==> src/hdl/tmr_pkg.sv <==
// package of register map, field positions and encodings for the 16-bit capture/compare timer
`default_nettype none
package tmr_pkg;
	localparam logic [3:0] ADDR_CTRL_A     = 4'h0;
	localparam logic [3:0] ADDR_CTRL_B     = 4'h1;
	localparam logic [3:0] ADDR_CTRL_C     = 4'h2;
	localparam logic [3:0] ADDR_CNT_L      = 4'h4;
	localparam logic [3:0] ADDR_CNT_H      = 4'h5;
	localparam logic [3:0] ADDR_CAP_L      = 4'h6;
	localparam logic [3:0] ADDR_CAP_H      = 4'h7;
	localparam logic [3:0] ADDR_CMPA_L     = 4'h8;
	localparam logic [3:0] ADDR_CMPA_H     = 4'h9;
	localparam logic [3:0] ADDR_CMPB_L     = 4'hA;
	localparam logic [3:0] ADDR_CMPB_H     = 4'hB;
	localparam logic [3:0] ADDR_MASK       = 4'hC;
	localparam logic [3:0] ADDR_FLAGS      = 4'hD;
	localparam logic [3:0] ADDR_GIE        = 4'hE;
	localparam logic [3:0] ADDR_VEC_ACK    = 4'hF;
	localparam int         CB_NOISE_BIT    = 7;
	localparam int         CB_EDGE_BIT     = 6;
	localparam int         CB_RSVD_BIT     = 5;
	localparam int         CC_FORCE_A_BIT  = 7;
	localparam int         CC_FORCE_B_BIT  = 6;
	localparam int         IRQ_CAP_BIT     = 5;
	localparam int         IRQ_CMPB_BIT    = 2;
	localparam int         IRQ_CMPA_BIT    = 1;
	localparam int         IRQ_OVF_BIT     = 0;
	localparam logic [7:0] IRQ_USED_MASK   = 8'h27;
	localparam logic [7:0] CTRL_B_WR_MASK  = 8'hDF;
	localparam logic [7:0] REG8_RESET      = 8'h00;
	localparam logic [15:0] REG16_RESET    = 16'h0000;
	localparam int         FILTER_SAMPLES  = 4;
	localparam logic [15:0] TOP_MAX        = 16'hFFFF;
	localparam logic [9:0] DIV_8_LAST      = 10'h007;
	localparam logic [9:0] DIV_64_LAST     = 10'h03F;
	localparam logic [9:0] DIV_256_LAST    = 10'h0FF;
	localparam logic [9:0] DIV_1024_LAST   = 10'h3FF;
	typedef enum logic [2:0] {
		CS_STOP  = 3'b000,
		CS_DIV1  = 3'b001,
		CS_DIV8  = 3'b010,
		CS_DIV64 = 3'b011,
		CS_DIV256 = 3'b100,
		CS_DIV1024 = 3'b101,
		CS_EXT_FALL = 3'b110,
		CS_EXT_RISE = 3'b111
	} tmr_clk_sel_type;
endpackage
`default_nettype wire

==> src/hdl/tmr_capture_filter.sv <==
// capture pin noise filter and edge detector
`default_nettype none
module tmr_capture_filter
	import tmr_pkg::*;
(
	input  wire logic clk_in,
	input  wire logic rst_n_in,
	input  wire logic ce_in,
	input  wire logic pin_in,
	input  wire logic filter_en_in,
	input  wire logic rising_sel_in,
	output logic      event_out
);
	logic [FILTER_SAMPLES-1:0] hist_r;
	logic                      filt_r;
	logic                      level_prev_r;
	logic                      level;
	always_ff @(posedge clk_in or negedge rst_n_in) begin
		if (!rst_n_in) begin
			hist_r <= '0;
			filt_r <= 1'b0;
		end else if (ce_in) begin
			hist_r <= {hist_r[FILTER_SAMPLES-2:0], pin_in};
			if (&hist_r || ~|hist_r) begin
				filt_r <= hist_r[0];
			end
		end
	end
	assign level = filter_en_in ? filt_r : hist_r[0];
	always_ff @(posedge clk_in or negedge rst_n_in) begin
		if (!rst_n_in) begin
			level_prev_r <= 1'b0;
		end else if (ce_in) begin
			level_prev_r <= level;
		end
	end
	assign event_out = rising_sel_in ? (level & ~level_prev_r) : (~level & level_prev_r);
endmodule
`default_nettype wire

==> src/hdl/tmr_clock_select.sv <==
// prescaler and external count pin edge detector producing the timer tick
`default_nettype none
module tmr_clock_select
	import tmr_pkg::*;
(
	input  wire logic       clk_in,
	input  wire logic       rst_n_in,
	input  wire logic       ce_in,
	input  wire logic [2:0] sel_in,
	input  wire logic       ext_pin_in,
	output logic            tick_out
);
	logic [9:0] pre_r;
	logic       ext_s_r;
	logic       ext_prev_r;
	tmr_clk_sel_type sel;
	assign sel = tmr_clk_sel_type'(sel_in);
	always_ff @(posedge clk_in or negedge rst_n_in) begin
		if (!rst_n_in) begin
			pre_r <= 10'h000;
		end else if (ce_in) begin
			pre_r <= pre_r + 10'h001;
		end
	end
	always_ff @(posedge clk_in or negedge rst_n_in) begin
		if (!rst_n_in) begin
			ext_s_r    <= 1'b0;
			ext_prev_r <= 1'b0;
		end else if (ce_in) begin
			ext_s_r    <= ext_pin_in;
			ext_prev_r <= ext_s_r;
		end
	end
	always_comb begin
		unique case (sel)
			CS_STOP:     tick_out = 1'b0;
			CS_DIV1:     tick_out = 1'b1;
			CS_DIV8:     tick_out = (pre_r[2:0] == DIV_8_LAST[2:0]);
			CS_DIV64:    tick_out = (pre_r[5:0] == DIV_64_LAST[5:0]);
			CS_DIV256:   tick_out = (pre_r[7:0] == DIV_256_LAST[7:0]);
			CS_DIV1024:  tick_out = (pre_r == DIV_1024_LAST);
			CS_EXT_FALL: tick_out = ext_prev_r & ~ext_s_r;
			CS_EXT_RISE: tick_out = ~ext_prev_r & ext_s_r;
		endcase
	end
endmodule
`default_nettype wire

==> src/hdl/tmr_top.sv <==
// 16-bit timer with input capture, two compare channels and byte register port
`default_nettype none
module tmr_top
	import tmr_pkg::*;
(
	input  wire logic       sys_clk_in,
	input  wire logic       rst_n_in,
	input  wire logic       ce_in,
	input  wire logic [3:0] addr_in,
	input  wire logic [7:0] wdata_in,
	input  wire logic       wr_in,
	input  wire logic       rd_in,
	output logic [7:0]      rdata_out,
	input  wire logic       capture_input_pin_in,
	input  wire logic       comparator_in,
	input  wire logic       external_count_pin_in,
	output logic            wave_out_chan_a_out,
	output logic            wave_out_chan_b_out,
	output logic            capture_irq_out,
	output logic            compare_a_irq_out,
	output logic            compare_b_irq_out,
	output logic            overflow_irq_out
);
	logic        rst_s1_r;
	logic        rst_n_r;
	logic [7:0]  ctrl_a_r;
	logic [7:0]  ctrl_b_r;
	logic [15:0] counter_value_r;
	logic [15:0] compare_value_a_r;
	logic [15:0] compare_value_b_r;
	logic [15:0] capture_value_r;
	logic [7:0]  temp_r;
	logic [7:0]  mask_r;
	logic [7:0]  flags_r;
	logic        gie_r;
	logic        block_r;
	logic        up_r;
	logic        wave_a_r;
	logic        wave_b_r;
	logic        match_a_r;
	logic        match_b_r;
	logic        tick;
	logic        pin_event;
	logic        cap_event;
	logic [3:0]  waveform_mode_sel;
	logic [15:0] top;
	logic        top_is_cap;
	logic        pwm_mode;
	logic        ctc_mode;
	logic        normal_mode;
	logic        dual_slope;
	logic        cnt_wr;
	logic        at_top;
	logic        at_bottom;
	logic        ovf_evt;
	logic [15:0] counter_nxt;
	logic        force_a;
	logic        force_b;
	logic        hit_a;
	logic        hit_b;
	logic [7:0]  flag_clr;
	logic [7:0]  flag_set;
	logic [7:0]  rdata_nxt;

	always_ff @(posedge sys_clk_in or negedge rst_n_in) begin
		if (!rst_n_in) begin
			rst_s1_r <= 1'b0;
			rst_n_r  <= 1'b0;
		end else begin
			rst_s1_r <= 1'b1;
			rst_n_r  <= rst_s1_r;
		end
	end

	assign waveform_mode_sel = {ctrl_b_r[4:3], ctrl_a_r[1:0]};
	always_comb begin
		top_is_cap = 1'b0;
		pwm_mode   = 1'b1;
		ctc_mode   = 1'b0;
		dual_slope = 1'b0;
		top        = TOP_MAX;
		unique case (waveform_mode_sel)
			4'h0: pwm_mode = 1'b0;
			4'h1: begin top = 16'h00FF; dual_slope = 1'b1; end
			4'h2: begin top = 16'h01FF; dual_slope = 1'b1; end
			4'h3: begin top = 16'h03FF; dual_slope = 1'b1; end
			4'h4: begin top = compare_value_a_r; pwm_mode = 1'b0; ctc_mode = 1'b1; end
			4'h5: top = 16'h00FF;
			4'h6: top = 16'h01FF;
			4'h7: top = 16'h03FF;
			4'h8, 4'hA: begin top = capture_value_r; top_is_cap = 1'b1; dual_slope = 1'b1; end
			4'h9, 4'hB: begin top = compare_value_a_r; dual_slope = 1'b1; end
			4'hC: begin top = capture_value_r; top_is_cap = 1'b1; pwm_mode = 1'b0; ctc_mode = 1'b1; end
			4'hD: pwm_mode = 1'b0;
			4'hE: begin top = capture_value_r; top_is_cap = 1'b1; end
			4'hF: top = compare_value_a_r;
		endcase
	end
	assign normal_mode = (waveform_mode_sel == 4'h0);

	tmr_clock_select u_clk_sel (
		.clk_in     (sys_clk_in),
		.rst_n_in   (rst_n_r),
		.ce_in      (ce_in),
		.sel_in     (ctrl_b_r[2:0]),
		.ext_pin_in (external_count_pin_in),
		.tick_out   (tick)
	);

	tmr_capture_filter u_cap (
		.clk_in        (sys_clk_in),
		.rst_n_in      (rst_n_r),
		.ce_in         (ce_in),
		.pin_in        (ctrl_a_r[6] ? comparator_in : capture_input_pin_in),
		.filter_en_in  (ctrl_b_r[CB_NOISE_BIT]),
		.rising_sel_in (ctrl_b_r[CB_EDGE_BIT]),
		.event_out     (pin_event)
	);
	assign cap_event = pin_event & ~top_is_cap;

	assign cnt_wr    = wr_in && (addr_in == ADDR_CNT_L);
	assign at_top    = (counter_value_r == top);
	assign at_bottom = (counter_value_r == 16'h0000);
	assign ovf_evt   = tick && ((normal_mode || ctc_mode) ? (counter_value_r == TOP_MAX) :
		dual_slope ? (at_bottom && !up_r) : at_top);
	always_comb begin
		counter_nxt = counter_value_r + 16'h0001;
		if (dual_slope) begin
			counter_nxt = up_r ? (at_top ? counter_value_r - 16'h0001 : counter_value_r + 16'h0001)
				: (at_bottom ? 16'h0001 : counter_value_r - 16'h0001);
		end else if (!normal_mode && at_top) begin
			counter_nxt = 16'h0000;
		end
	end

	always_ff @(posedge sys_clk_in or negedge rst_n_r) begin
		if (!rst_n_r) begin
			counter_value_r <= REG16_RESET;
			up_r            <= 1'b1;
			block_r         <= 1'b0;
		end else if (ce_in) begin
			if (cnt_wr) begin
				counter_value_r <= {temp_r, wdata_in};
				block_r         <= 1'b1;
			end else if (tick) begin
				counter_value_r <= counter_nxt;
				block_r         <= 1'b0;
				if (dual_slope && at_top) up_r <= 1'b0;
				else if (dual_slope && at_bottom) up_r <= 1'b1;
			end
		end
	end

	assign hit_a = tick && !block_r && (counter_value_r == compare_value_a_r);
	assign hit_b = tick && !block_r && (counter_value_r == compare_value_b_r);
	assign force_a = wr_in && (addr_in == ADDR_CTRL_C) && wdata_in[CC_FORCE_A_BIT] && !pwm_mode;
	assign force_b = wr_in && (addr_in == ADDR_CTRL_C) && wdata_in[CC_FORCE_B_BIT] && !pwm_mode;

	always_ff @(posedge sys_clk_in or negedge rst_n_r) begin
		if (!rst_n_r) begin
			match_a_r <= 1'b0;
			match_b_r <= 1'b0;
		end else if (ce_in) begin
			match_a_r <= hit_a;
			match_b_r <= hit_b;
		end
	end

	// compare output actions from the non-PWM table; PWM shaping not modelled
	always_ff @(posedge sys_clk_in or negedge rst_n_r) begin
		if (!rst_n_r) begin
			wave_a_r <= 1'b0;
			wave_b_r <= 1'b0;
		end else if (ce_in) begin
			if (hit_a || force_a) begin
				unique case (ctrl_a_r[7:6] & 2'h3)
					2'h0: wave_a_r <= wave_a_r;
					2'h1: wave_a_r <= ~wave_a_r;
					2'h2: wave_a_r <= 1'b0;
					2'h3: wave_a_r <= 1'b1;
				endcase
			end
			if (hit_b || force_b) begin
				unique case (ctrl_a_r[5:4])
					2'h0: wave_b_r <= wave_b_r;
					2'h1: wave_b_r <= ~wave_b_r;
					2'h2: wave_b_r <= 1'b0;
					2'h3: wave_b_r <= 1'b1;
				endcase
			end
		end
	end

	always_ff @(posedge sys_clk_in or negedge rst_n_r) begin
		if (!rst_n_r) begin
			capture_value_r <= REG16_RESET;
		end else if (ce_in) begin
			if (cap_event) begin
				capture_value_r <= counter_value_r;
			end else if (wr_in && addr_in == ADDR_CAP_L) begin
				capture_value_r <= {temp_r, wdata_in};
			end
		end
	end

	always_ff @(posedge sys_clk_in or negedge rst_n_r) begin
		if (!rst_n_r) begin
			ctrl_a_r          <= REG8_RESET;
			ctrl_b_r          <= REG8_RESET;
			compare_value_a_r <= REG16_RESET;
			compare_value_b_r <= REG16_RESET;
			mask_r            <= REG8_RESET;
			gie_r             <= 1'b0;
		end else if (ce_in && wr_in) begin
			unique case (addr_in)
				ADDR_CTRL_A: ctrl_a_r <= wdata_in;
				ADDR_CTRL_B: ctrl_b_r <= wdata_in & CTRL_B_WR_MASK;
				ADDR_CMPA_L: compare_value_a_r <= {temp_r, wdata_in};
				ADDR_CMPB_L: compare_value_b_r <= {temp_r, wdata_in};
				ADDR_MASK:   mask_r <= wdata_in & IRQ_USED_MASK;
				ADDR_GIE:    gie_r <= wdata_in[0];
				default: ;
			endcase
		end
	end

	// high-byte latch: written by high-byte writes, loaded by counter and capture low-byte reads
	always_ff @(posedge sys_clk_in or negedge rst_n_r) begin
		if (!rst_n_r) begin
			temp_r <= REG8_RESET;
		end else if (ce_in) begin
			if (wr_in && (addr_in == ADDR_CNT_H || addr_in == ADDR_CAP_H ||
				addr_in == ADDR_CMPA_H || addr_in == ADDR_CMPB_H)) begin
				temp_r <= wdata_in;
			end else if (rd_in && addr_in == ADDR_CNT_L) begin
				temp_r <= counter_value_r[15:8];
			end else if (rd_in && addr_in == ADDR_CAP_L) begin
				temp_r <= capture_value_r[15:8];
			end
		end
	end

	always_comb begin
		flag_set = 8'h00;
		flag_set[IRQ_CAP_BIT]  = cap_event || (top_is_cap && tick && at_top);
		flag_set[IRQ_CMPA_BIT] = match_a_r;
		flag_set[IRQ_CMPB_BIT] = match_b_r;
		flag_set[IRQ_OVF_BIT]  = ovf_evt;
		flag_clr = 8'h00;
		if (wr_in && addr_in == ADDR_FLAGS) flag_clr = wdata_in & IRQ_USED_MASK;
		if (wr_in && addr_in == ADDR_VEC_ACK) flag_clr = wdata_in & IRQ_USED_MASK;
	end

	always_ff @(posedge sys_clk_in or negedge rst_n_r) begin
		if (!rst_n_r) begin
			flags_r <= REG8_RESET;
		end else if (ce_in) begin
			flags_r <= ((flags_r & ~flag_clr) | flag_set) & IRQ_USED_MASK;
		end
	end

	always_comb begin
		unique case (addr_in)
			ADDR_CTRL_A: rdata_nxt = ctrl_a_r;
			ADDR_CTRL_B: rdata_nxt = ctrl_b_r;
			ADDR_CTRL_C: rdata_nxt = 8'h00;
			ADDR_CNT_L:  rdata_nxt = counter_value_r[7:0];
			ADDR_CAP_L:  rdata_nxt = capture_value_r[7:0];
			ADDR_CMPA_L: rdata_nxt = compare_value_a_r[7:0];
			ADDR_CMPA_H: rdata_nxt = compare_value_a_r[15:8];
			ADDR_CMPB_L: rdata_nxt = compare_value_b_r[7:0];
			ADDR_CMPB_H: rdata_nxt = compare_value_b_r[15:8];
			ADDR_CNT_H, ADDR_CAP_H: rdata_nxt = temp_r;
			ADDR_MASK:   rdata_nxt = mask_r;
			ADDR_FLAGS:  rdata_nxt = flags_r;
			ADDR_GIE:    rdata_nxt = {7'h00, gie_r};
			default:     rdata_nxt = 8'h00;
		endcase
	end

	always_ff @(posedge sys_clk_in or negedge rst_n_r) begin
		if (!rst_n_r) begin
			rdata_out <= 8'h00;
		end else if (ce_in) begin
			rdata_out <= rd_in ? rdata_nxt : 8'h00;
		end
	end

	always_ff @(posedge sys_clk_in or negedge rst_n_r) begin
		if (!rst_n_r) begin
			capture_irq_out     <= 1'b0;
			compare_a_irq_out   <= 1'b0;
			compare_b_irq_out   <= 1'b0;
			overflow_irq_out    <= 1'b0;
			wave_out_chan_a_out <= 1'b0;
			wave_out_chan_b_out <= 1'b0;
		end else if (ce_in) begin
			capture_irq_out     <= gie_r & mask_r[IRQ_CAP_BIT] & flags_r[IRQ_CAP_BIT];
			compare_b_irq_out   <= gie_r & mask_r[IRQ_CMPB_BIT] & flags_r[IRQ_CMPB_BIT];
			compare_a_irq_out   <= gie_r & mask_r[IRQ_CMPA_BIT] & flags_r[IRQ_CMPA_BIT];
			overflow_irq_out    <= gie_r & mask_r[IRQ_OVF_BIT] & flags_r[IRQ_OVF_BIT];
			wave_out_chan_a_out <= wave_a_r;
			wave_out_chan_b_out <= wave_b_r;
		end
	end
endmodule
`default_nettype wire

==> config.mk <==
export PLATFORM = sky130hd
export DESIGN_NAME = tmr_top
export DESIGN_NICKNAME = d
export VERILOG_FILES = /design/src/hdl/tmr_pkg.sv /design/src/hdl/tmr_capture_filter.sv /design/src/hdl/tmr_clock_select.sv /design/src/hdl/tmr_top.sv
export SDC_FILE = /design/constraint.sdc
export NUM_CORES = 1
export LEC_CHECK = 0
export BUFFER_PORTS_ARGS = -buffer_cell sky130_fd_sc_hd__buf_2
export CAP_MARGIN = 20
export CORE_ASPECT_RATIO = 0.7
export CORE_MARGIN = 10
export CORE_UTILIZATION = 55
export CTS_CLUSTER_DIAMETER = 150
export DETAILED_ROUTE_END_ITERATION = 10
export PLACE_DENSITY = 0.78
export SLEW_MARGIN = 40
export SYNTH_ARGS = -nofsm -noshare
export SYNTH_HDL_FRONTEND = slang
export SYNTH_SLANG_ARGS = --single-unit
==> constraint.sdc <==
create_clock -name sys_clk_in -period 5.2 [get_ports sys_clk_in]
set_clock_uncertainty 0.15 [all_clocks]
set_input_delay 0.52 -clock sys_clk_in [delete_from_list [all_inputs] [get_ports sys_clk_in]]
set_output_delay 0.52 -clock sys_clk_in [all_outputs]
set_load 0.005 [all_outputs]
; Yosys cells after proc, flatten, opt, wreduce, memory -nomap -nowiden
; Index checks and enable logic that the tools add are counted.
[word_totals]
register_bits = 136
latchBits = 0
ramBits = 0
mem_bits_ro = 0
input_bits = 20
output_inout_bits = 14
mem_count = 0
[classes]
addsub = 3
multipliers = 0
n_div = 0
magnitude_cmp = 0
eq_ne = 50
n_shift = 0
muxes = 32
bitwise = 26
reduce_logical = 69
[ops]
columns = operator, count
row1 = 16-bit 2-to-1 mux, 9
row2 = 8-bit one-hot mux with 12 select lines, 1
row3 = 16-bit one-hot mux with 5 select lines, 1
row4 = "4-bit == test, second input constant", 16
row5 = 16-bit == test, 3
row6 = "4-bit by 3-bit == test with 1-bit output, second input constant", 8
row7 = 8-bit 2-to-1 mux, 4
row8 = 1-bit logical AND, 23
row9 = 2-bit AND reduction, 10
row10 = "16-bit by 1-bit adder with 16-bit output, second input constant", 1
row11 = "16-bit == test, second input constant", 1
row12 = 16-bit zero test, 1
row13 = 4-bit OR reduction, 4
row14 = "16-bit by 1-bit subtractor with 16-bit output, second input constant", 1
row15 = "3-bit == test, second input constant", 5
row16 = 1-bit AND, 13
row17 = "4-bit by 2-bit == test with 1-bit output, second input constant", 3
row18 = 1-bit 2-to-1 mux, 12
row19 = 6-bit 2-to-1 mux, 2
row20 = "10-bit by 1-bit adder with 10-bit output, second input constant", 1
row21 = "10-bit == test, second input constant", 1
row22 = 1-bit inverter, 10
row23 = 2-bit OR reduction, 5
row24 = "2-bit == test, second input constant", 4
row25 = 21 further kinds, 41

; Longest topological paths before layout
[depth]
word_depth = 9
mapped_depth = 12

; Cells and area by module
; Synthesis repeated with hierarchy kept, for this count alone.
[unflattened]
cells_unflattened = 1001
area_unflattened_um2 = 8922.3
[modules_own_cells]
columns = mod, instances, cells_each, area_per_inst_um2, seq_area_each_um2
row1 = tmr_top, 1, 931, 8042.7, 2954.1
row2 = tmr_clock_select, 1, 50, 603.1, 300.3
row3 = tmr_capture_filter, 1, 20, 276.5, 150.1

; Worst setup path before layout
; Ideal clock, no wire load.
[synth_timing]
kind = flip-flop to flip-flop
from = register counter_value_r[0]
to = register counter_value_r[12]
arrival_ns = 2.582
required_ns = 4.927
slack_ns = 2.345
path_stages_with_launch = 13
path_buffers = 1
period_less_slack_ns = 2.855
path_cell_list = dfrtp_1 -> clkbuf_1 -> inv_1 -> ha_1 -> nand2b_1 -> or4_1 -> nor2_1 -> nand2_1 -> nor3_1 -> o211a_1 -> o31ai_4 -> mux2i_1 -> o21ai_1
[synth_via]
elab_chain_cells = 6
word_cells_on_any_way = 12
cone_classes = add/sub: 2 / eq/ne: 1 / mux: 7 / reduce/logical: 2
[synth_lines]
columns = element, line
row1 = "start, declared", tmr_top.sv:28  ; logic [15:0] counter_value_r;
row2 = "start signal, assigned", tmr_top.sv:143  ; counter_value_r <= {temp_r, wdata_in};
row3 = "start signal, assigned", tmr_top.sv:146  ; counter_value_r <= counter_nxt;
row4 = "16-bit by 1-bit subtractor with 16-bit output, or another cell as far along", "tmr_top.sv:129, tmr_top.sv:130"
row5 = "16-bit 2-to-1 mux, or another cell as far along", tmr_top.sv:130  ; : (at_bottom ? 16'h0001 : counter_value_r - 16'h0001);
row6 = 16-bit 2-to-1 mux (on tied branches), "tmr_top.sv:129, tmr_top.sv:131"
row7 = 16-bit 2-to-1 mux *, tmr_top.sv:128  ; if (dual_slope) begin
row8 = 16-bit 2-to-1 mux *, tmr_top.sv:145  ; end else if (tick) begin
row9 = 16-bit 2-to-1 mux *, tmr_top.sv:142  ; if (cnt_wr) begin
; Every way passes the cells marked *; elsewhere a longest branch is shown, timed or not. The select of a mux whose other input is x is not followed.
; A chain may end at the register's enable or synchronous reset.

; Final worst setup path
[layout_timing]
from = register ctrl_b_r[4]
to = register counter_value_r[7]
[layout_via]
elab_chain_cells = 9
word_cells_on_any_way = 32
cone_classes = eq/ne: 15 / mux: 8 / reduce/logical: 9
[layout_lines]
columns = element, line
row1 = "start, declared", tmr_top.sv:27  ; logic [7:0] ctrl_b_r;
row2 = "start signal, assigned", tmr_top.sv:217  ; ADDR_CTRL_B: ctrl_b_r <= wdata_in & CTRL_B_WR_MASK;
row3 = "4-bit == test, or another cell as far along", tmr_top.sv:82  ; unique case (waveform_mode_sel)
row4 = 4-bit OR reduction (no source line) / 2-bit OR reduction (equally long branches), --
row5 = 16-bit one-hot mux with 5 select lines, tmr_top.sv:82
row6 = 16-bit == test, tmr_top.sv:122  ; assign at_top = (counter_value_r == top);
row7 = 16-bit 2-to-1 mux / 1-bit logical AND (equally long branches), "tmr_top.sv:129, tmr_top.sv:131"
row8 = 16-bit 2-to-1 mux (on tied branches), "tmr_top.sv:129, tmr_top.sv:131"
row9 = 16-bit 2-to-1 mux *, tmr_top.sv:128
row10 = 16-bit 2-to-1 mux *, tmr_top.sv:145
row11 = 16-bit 2-to-1 mux *, tmr_top.sv:142
; Marked as above.

==> results.py <==
metrics = {
    "clock_tree": {
        "cts-hold-fix-buffers": 1,
        "numCtsBuffers": 17,
        "cts.reportedPaths.clkPinSlew_ns": 0.07,
        "cts_root_buf": "clkbuf_16",
        "clk_latency_ns": 0.43,
        "ctsResizeCount": 0,
        "postCtsSetupBuffers": 0,
        "clock_path_buffers": 2,
        "htreeDepth": 4,
        "cts.sinks": 136,
        "cts_tree": "yes",
    },
    "worst_setup_path": {
        "endpoint": "counter_value_r[7]$_DFFE_PN0P_",
        "worst_setup_path_end_kind": "flip-flop",
        "worstPathCellList": "buf_4 -> or2b_1 -> o31a_1 -> o221ai_1 -> nand4bb_1 -> nor4_4 -> nand2_4 -> a2bb2oi_1 -> o311a_1 -> o22ai_2",
        "cpPeakStageDelay_ns": 0.74,
        "crit_type": "flip-flop to flip-flop",
        "rrSetupSlack_ns": 1.66,
        "cp.arrival_ns": 3.74,
        "startpoint": "ctrl_b_r[4]$_DFFE_PN0P_",
        "cp_max_fo": 22,
        "r2r-end": "counter_value_r[7]$_DFFE_PN0P_",
        "reg2reg_depth": 10,
        "timing.rr.start": "ctrl_b_r[4]$_DFFE_PN0P_",
        "critPathLaunchType": "flip-flop",
        "cp.required_ns": 5.40,
        "cp_slowest_cell": "dfrtp_1",
    },
    "grt": {
        "antenna_found_initial": 0,
        "first_global_vias": 7841,
        "grt_first_pass_wirelength_mm": 46.6,
        "grt.total_usage_pct": 27.8,
        "overflow": 0,
        "grt_max_degree": 43,
    },
    "placed_design": {
        "gp_congestion": 1.05,
        "port_buffers": 33,
        "dp.cells": 1154,
        "dp_hpwl_mm": 21.3,
    },
    "routing": {
        "drc": 0,
        "drt_iter0_markers": 1546,
        "routed_wl_mm": 30.1,
        "first_pass_iters": 6,
        "wl_per_cell_um": 25.4,
        "ant_nets": 0,
        "vias": 8246,
        "via_per_inst": 6.95,
    },
    "die": {
        "start_util_pct": 56.5,
        "io_pins": 34,
        "die_area_sq_mm": 0.0216,
        "die_h_um": 126,
        "die_w_um": 171,
        "core_sq_mm": 0.0156,
        "fp-row-count": 38,
    },
    "worst_hold_path": {
        "hold_path.class": "flip-flop to async pin",
    },
    "final_layout": {
        "drive_gt1_share_pct": 18.2,
        "nets": 998,
        "diodes": 0,
        "fin_cells": 1187,
        "area_delta_synth_final_pct": 9.80,
    },
    "sta": {
        "worstMarginPinSlew_ns": 0.847,
        "setup_viol": 0,
        "period_share_pct": 68.0,
        "fin_crit_ns": 3.54,
        "finalHoldViolCount": 0,
        "rsz0062_at_grt": "false",
        "fmax_mhz": 283,
        "setup_tns_ns": 0,
        "slew_headroom_pct": 43.3,
        "finalMaxSlewViolations": 0,
    },
    "synth": {
        "synth_cell_types": 87,
        "synth-seq-cells": 136,
        "synth_area_leader_cell": "dfrtp_1",
        "yosysSeqAreaShare_pct": 38.5,
        "synth_area_leaders": "dfrtp_1 (38%), mux2_2 (8.2%), nand2_1 (4.0%)",
        "yosys_most_used_dff": "dfrtp_1",
        "syn_avg_cell_area_sq_um": 9.07,
        "synth_nets": 998,
        "synth-edff-count": 0,
        "yosys_warnings": 0,
        "synth_common_cells": "dfrtp_1 (135), nand2_1 (95), a21oi_1 (67), o21ai_0 (67), mux2_2 (64)",
        "synth.most_common_cell": "dfrtp_1",
        "yosysTopAreaCellShare_pct": 38.2,
        "ys_async_sr_fraction_pct": 100,
        "syn_area_sq_mm": 0.00884,
        "syn_inst": 974,
    },
    "run_status": {
        "outcome": "completed",
    },
    "pwr": {
        "ir_drop_mv": 0.320,
        "cellLeakagePower_nw": 4.19,
        "p_per_area_mw_per_mm2": 485,
    },
    "job": {
        "max_cap_violations": 0,
    },
}
-- power breakdown --
group	switching (W)	internal, W
clock network	0.000530	0.000676
registers	0.000605	0.00131
logic	0.000897	0.000686
-- final cells by class --
class | count | area (sq um)
fill | 1342 | 5940
multi-input combinational | 740 | 5040
sequential | 136 | 3410
clock buffer | 17 | 425
timing repair buffer | 52 | 323
tap | 200 | 250
clock inverter | 15 | 155
inverter | 27 | 101
-- worst max-delay path: cells and delay by family, from the launching register on --
family                 cells  cell delay, ns
AO/OA/AOI/OAI              5            1.09
flip-flops                 1            0.74
AND/OR/NAND/NOR            4            1.12
buffers and inverters      1            0.37
-- worst min-delay path by stage --
stage	start	slack, ns	cells past startpoint	to
2_1_floorplan	rst_n_in	0.07	0	rst_n_r$_DFF_PN0_
6_report	rst_n_r$_DFF_PN0_	0.12	0	temp_r[7]$_DFFE_PN0P_
3_3_place_gp	rst_n_in	0.16	1	rst_s1_r$_DFF_PN0_
4_1_cts	rst_n_r$_DFF_PN0_	0.14	0	temp_r[7]$_DFFE_PN0P_
5_1_grt	rst_n_r$_DFF_PN0_	0.17	0	temp_r[7]$_DFFE_PN0P_
3_5_place_dp	rst_n_r$_DFF_PN0_	0.13	0	temp_r[7]$_DFFE_PN0P_
-- through the flow --
| stage | setup WS [ns] | utilization [%] | instance area [sq um] | hold slack, ns | total power (W) |
|---|---|---|---|---|---|
| after floorplan | 0.982 | - | 8840 | 0.0744 | 0.00286 |
| after global placement | 1.73 | 58.0 | 9080 | 0.156 | 0.00339 |
| after detailed placement | 1.67 | 58.2 | 9110 | 0.132 | 0.00341 |
| after CTS | 1.66 | 62.0 | 9700 | 0.143 | 0.00462 |
| after global routing | 1.51 | 62.0 | 9700 | 0.167 | 0.00493 |
| final | 1.66 | 62.0 | 9700 | 0.117 | 0.00470 |
-- placed cells by master (no fill, tap or decap), drive strengths merged, types with 15 or more instances in the layout --
| cell type | Yosys | final |
|---|---|---|
| nor2 | 60 | 60 |
| dfrtp | 135 | 135 |
| inv | 26 | 34 |
| nand2 | 96 | 96 |
| nand3 | 44 | 44 |
| mux2 | 64 | 64 |
| mux2i | 20 | 20 |
| clkbuf | 49 | 17 |
| a21oi | 68 | 68 |
| and3 | 15 | 15 |
| xnor2 | 23 | 23 |
| xor2 | 29 | 29 |
| o21ai | 73 | 73 |
| buf | 22 | 51 |
-- registers in the layout (all words and copies together) (netlist names), 4 cells and up --
signal             flops
u_clk_sel.pre_r       10
compare_value_a_r     16
temp_r                 8
ctrl_b_r               7
counter_value_r       16
u_cap.hist_r           4
flags_r                4
ctrl_a_r               8
mask_r                 4
capture_value_r       16
compare_value_b_r     16
rdata_out              8
-- layer usage --
layer / up-vias / global-route usage [%] / routed length [um]
met2: 598 / 36.5 / 11700
met5: - / 0 / 0
met3: 77 / 9.99 / 4450
met1: 3982 / 41.2 / 13000
met4: 0 / 8.41 / 924
li1: 3589 / - / -
-- kinds of logic after synthesis --
logic type | share of synthesized area (%)
and+or+nand+nor | 18.5
AOI/OAI and AO/OA | 21.6
DFF | 38.5
buffers and inverters | 4.72
muxes | 10.9
xor gates and xnor gates | 5.15
adders and majority gates | 0.566
other | 0.0424
Note: power is estimated with default switching activity, not from simulation.
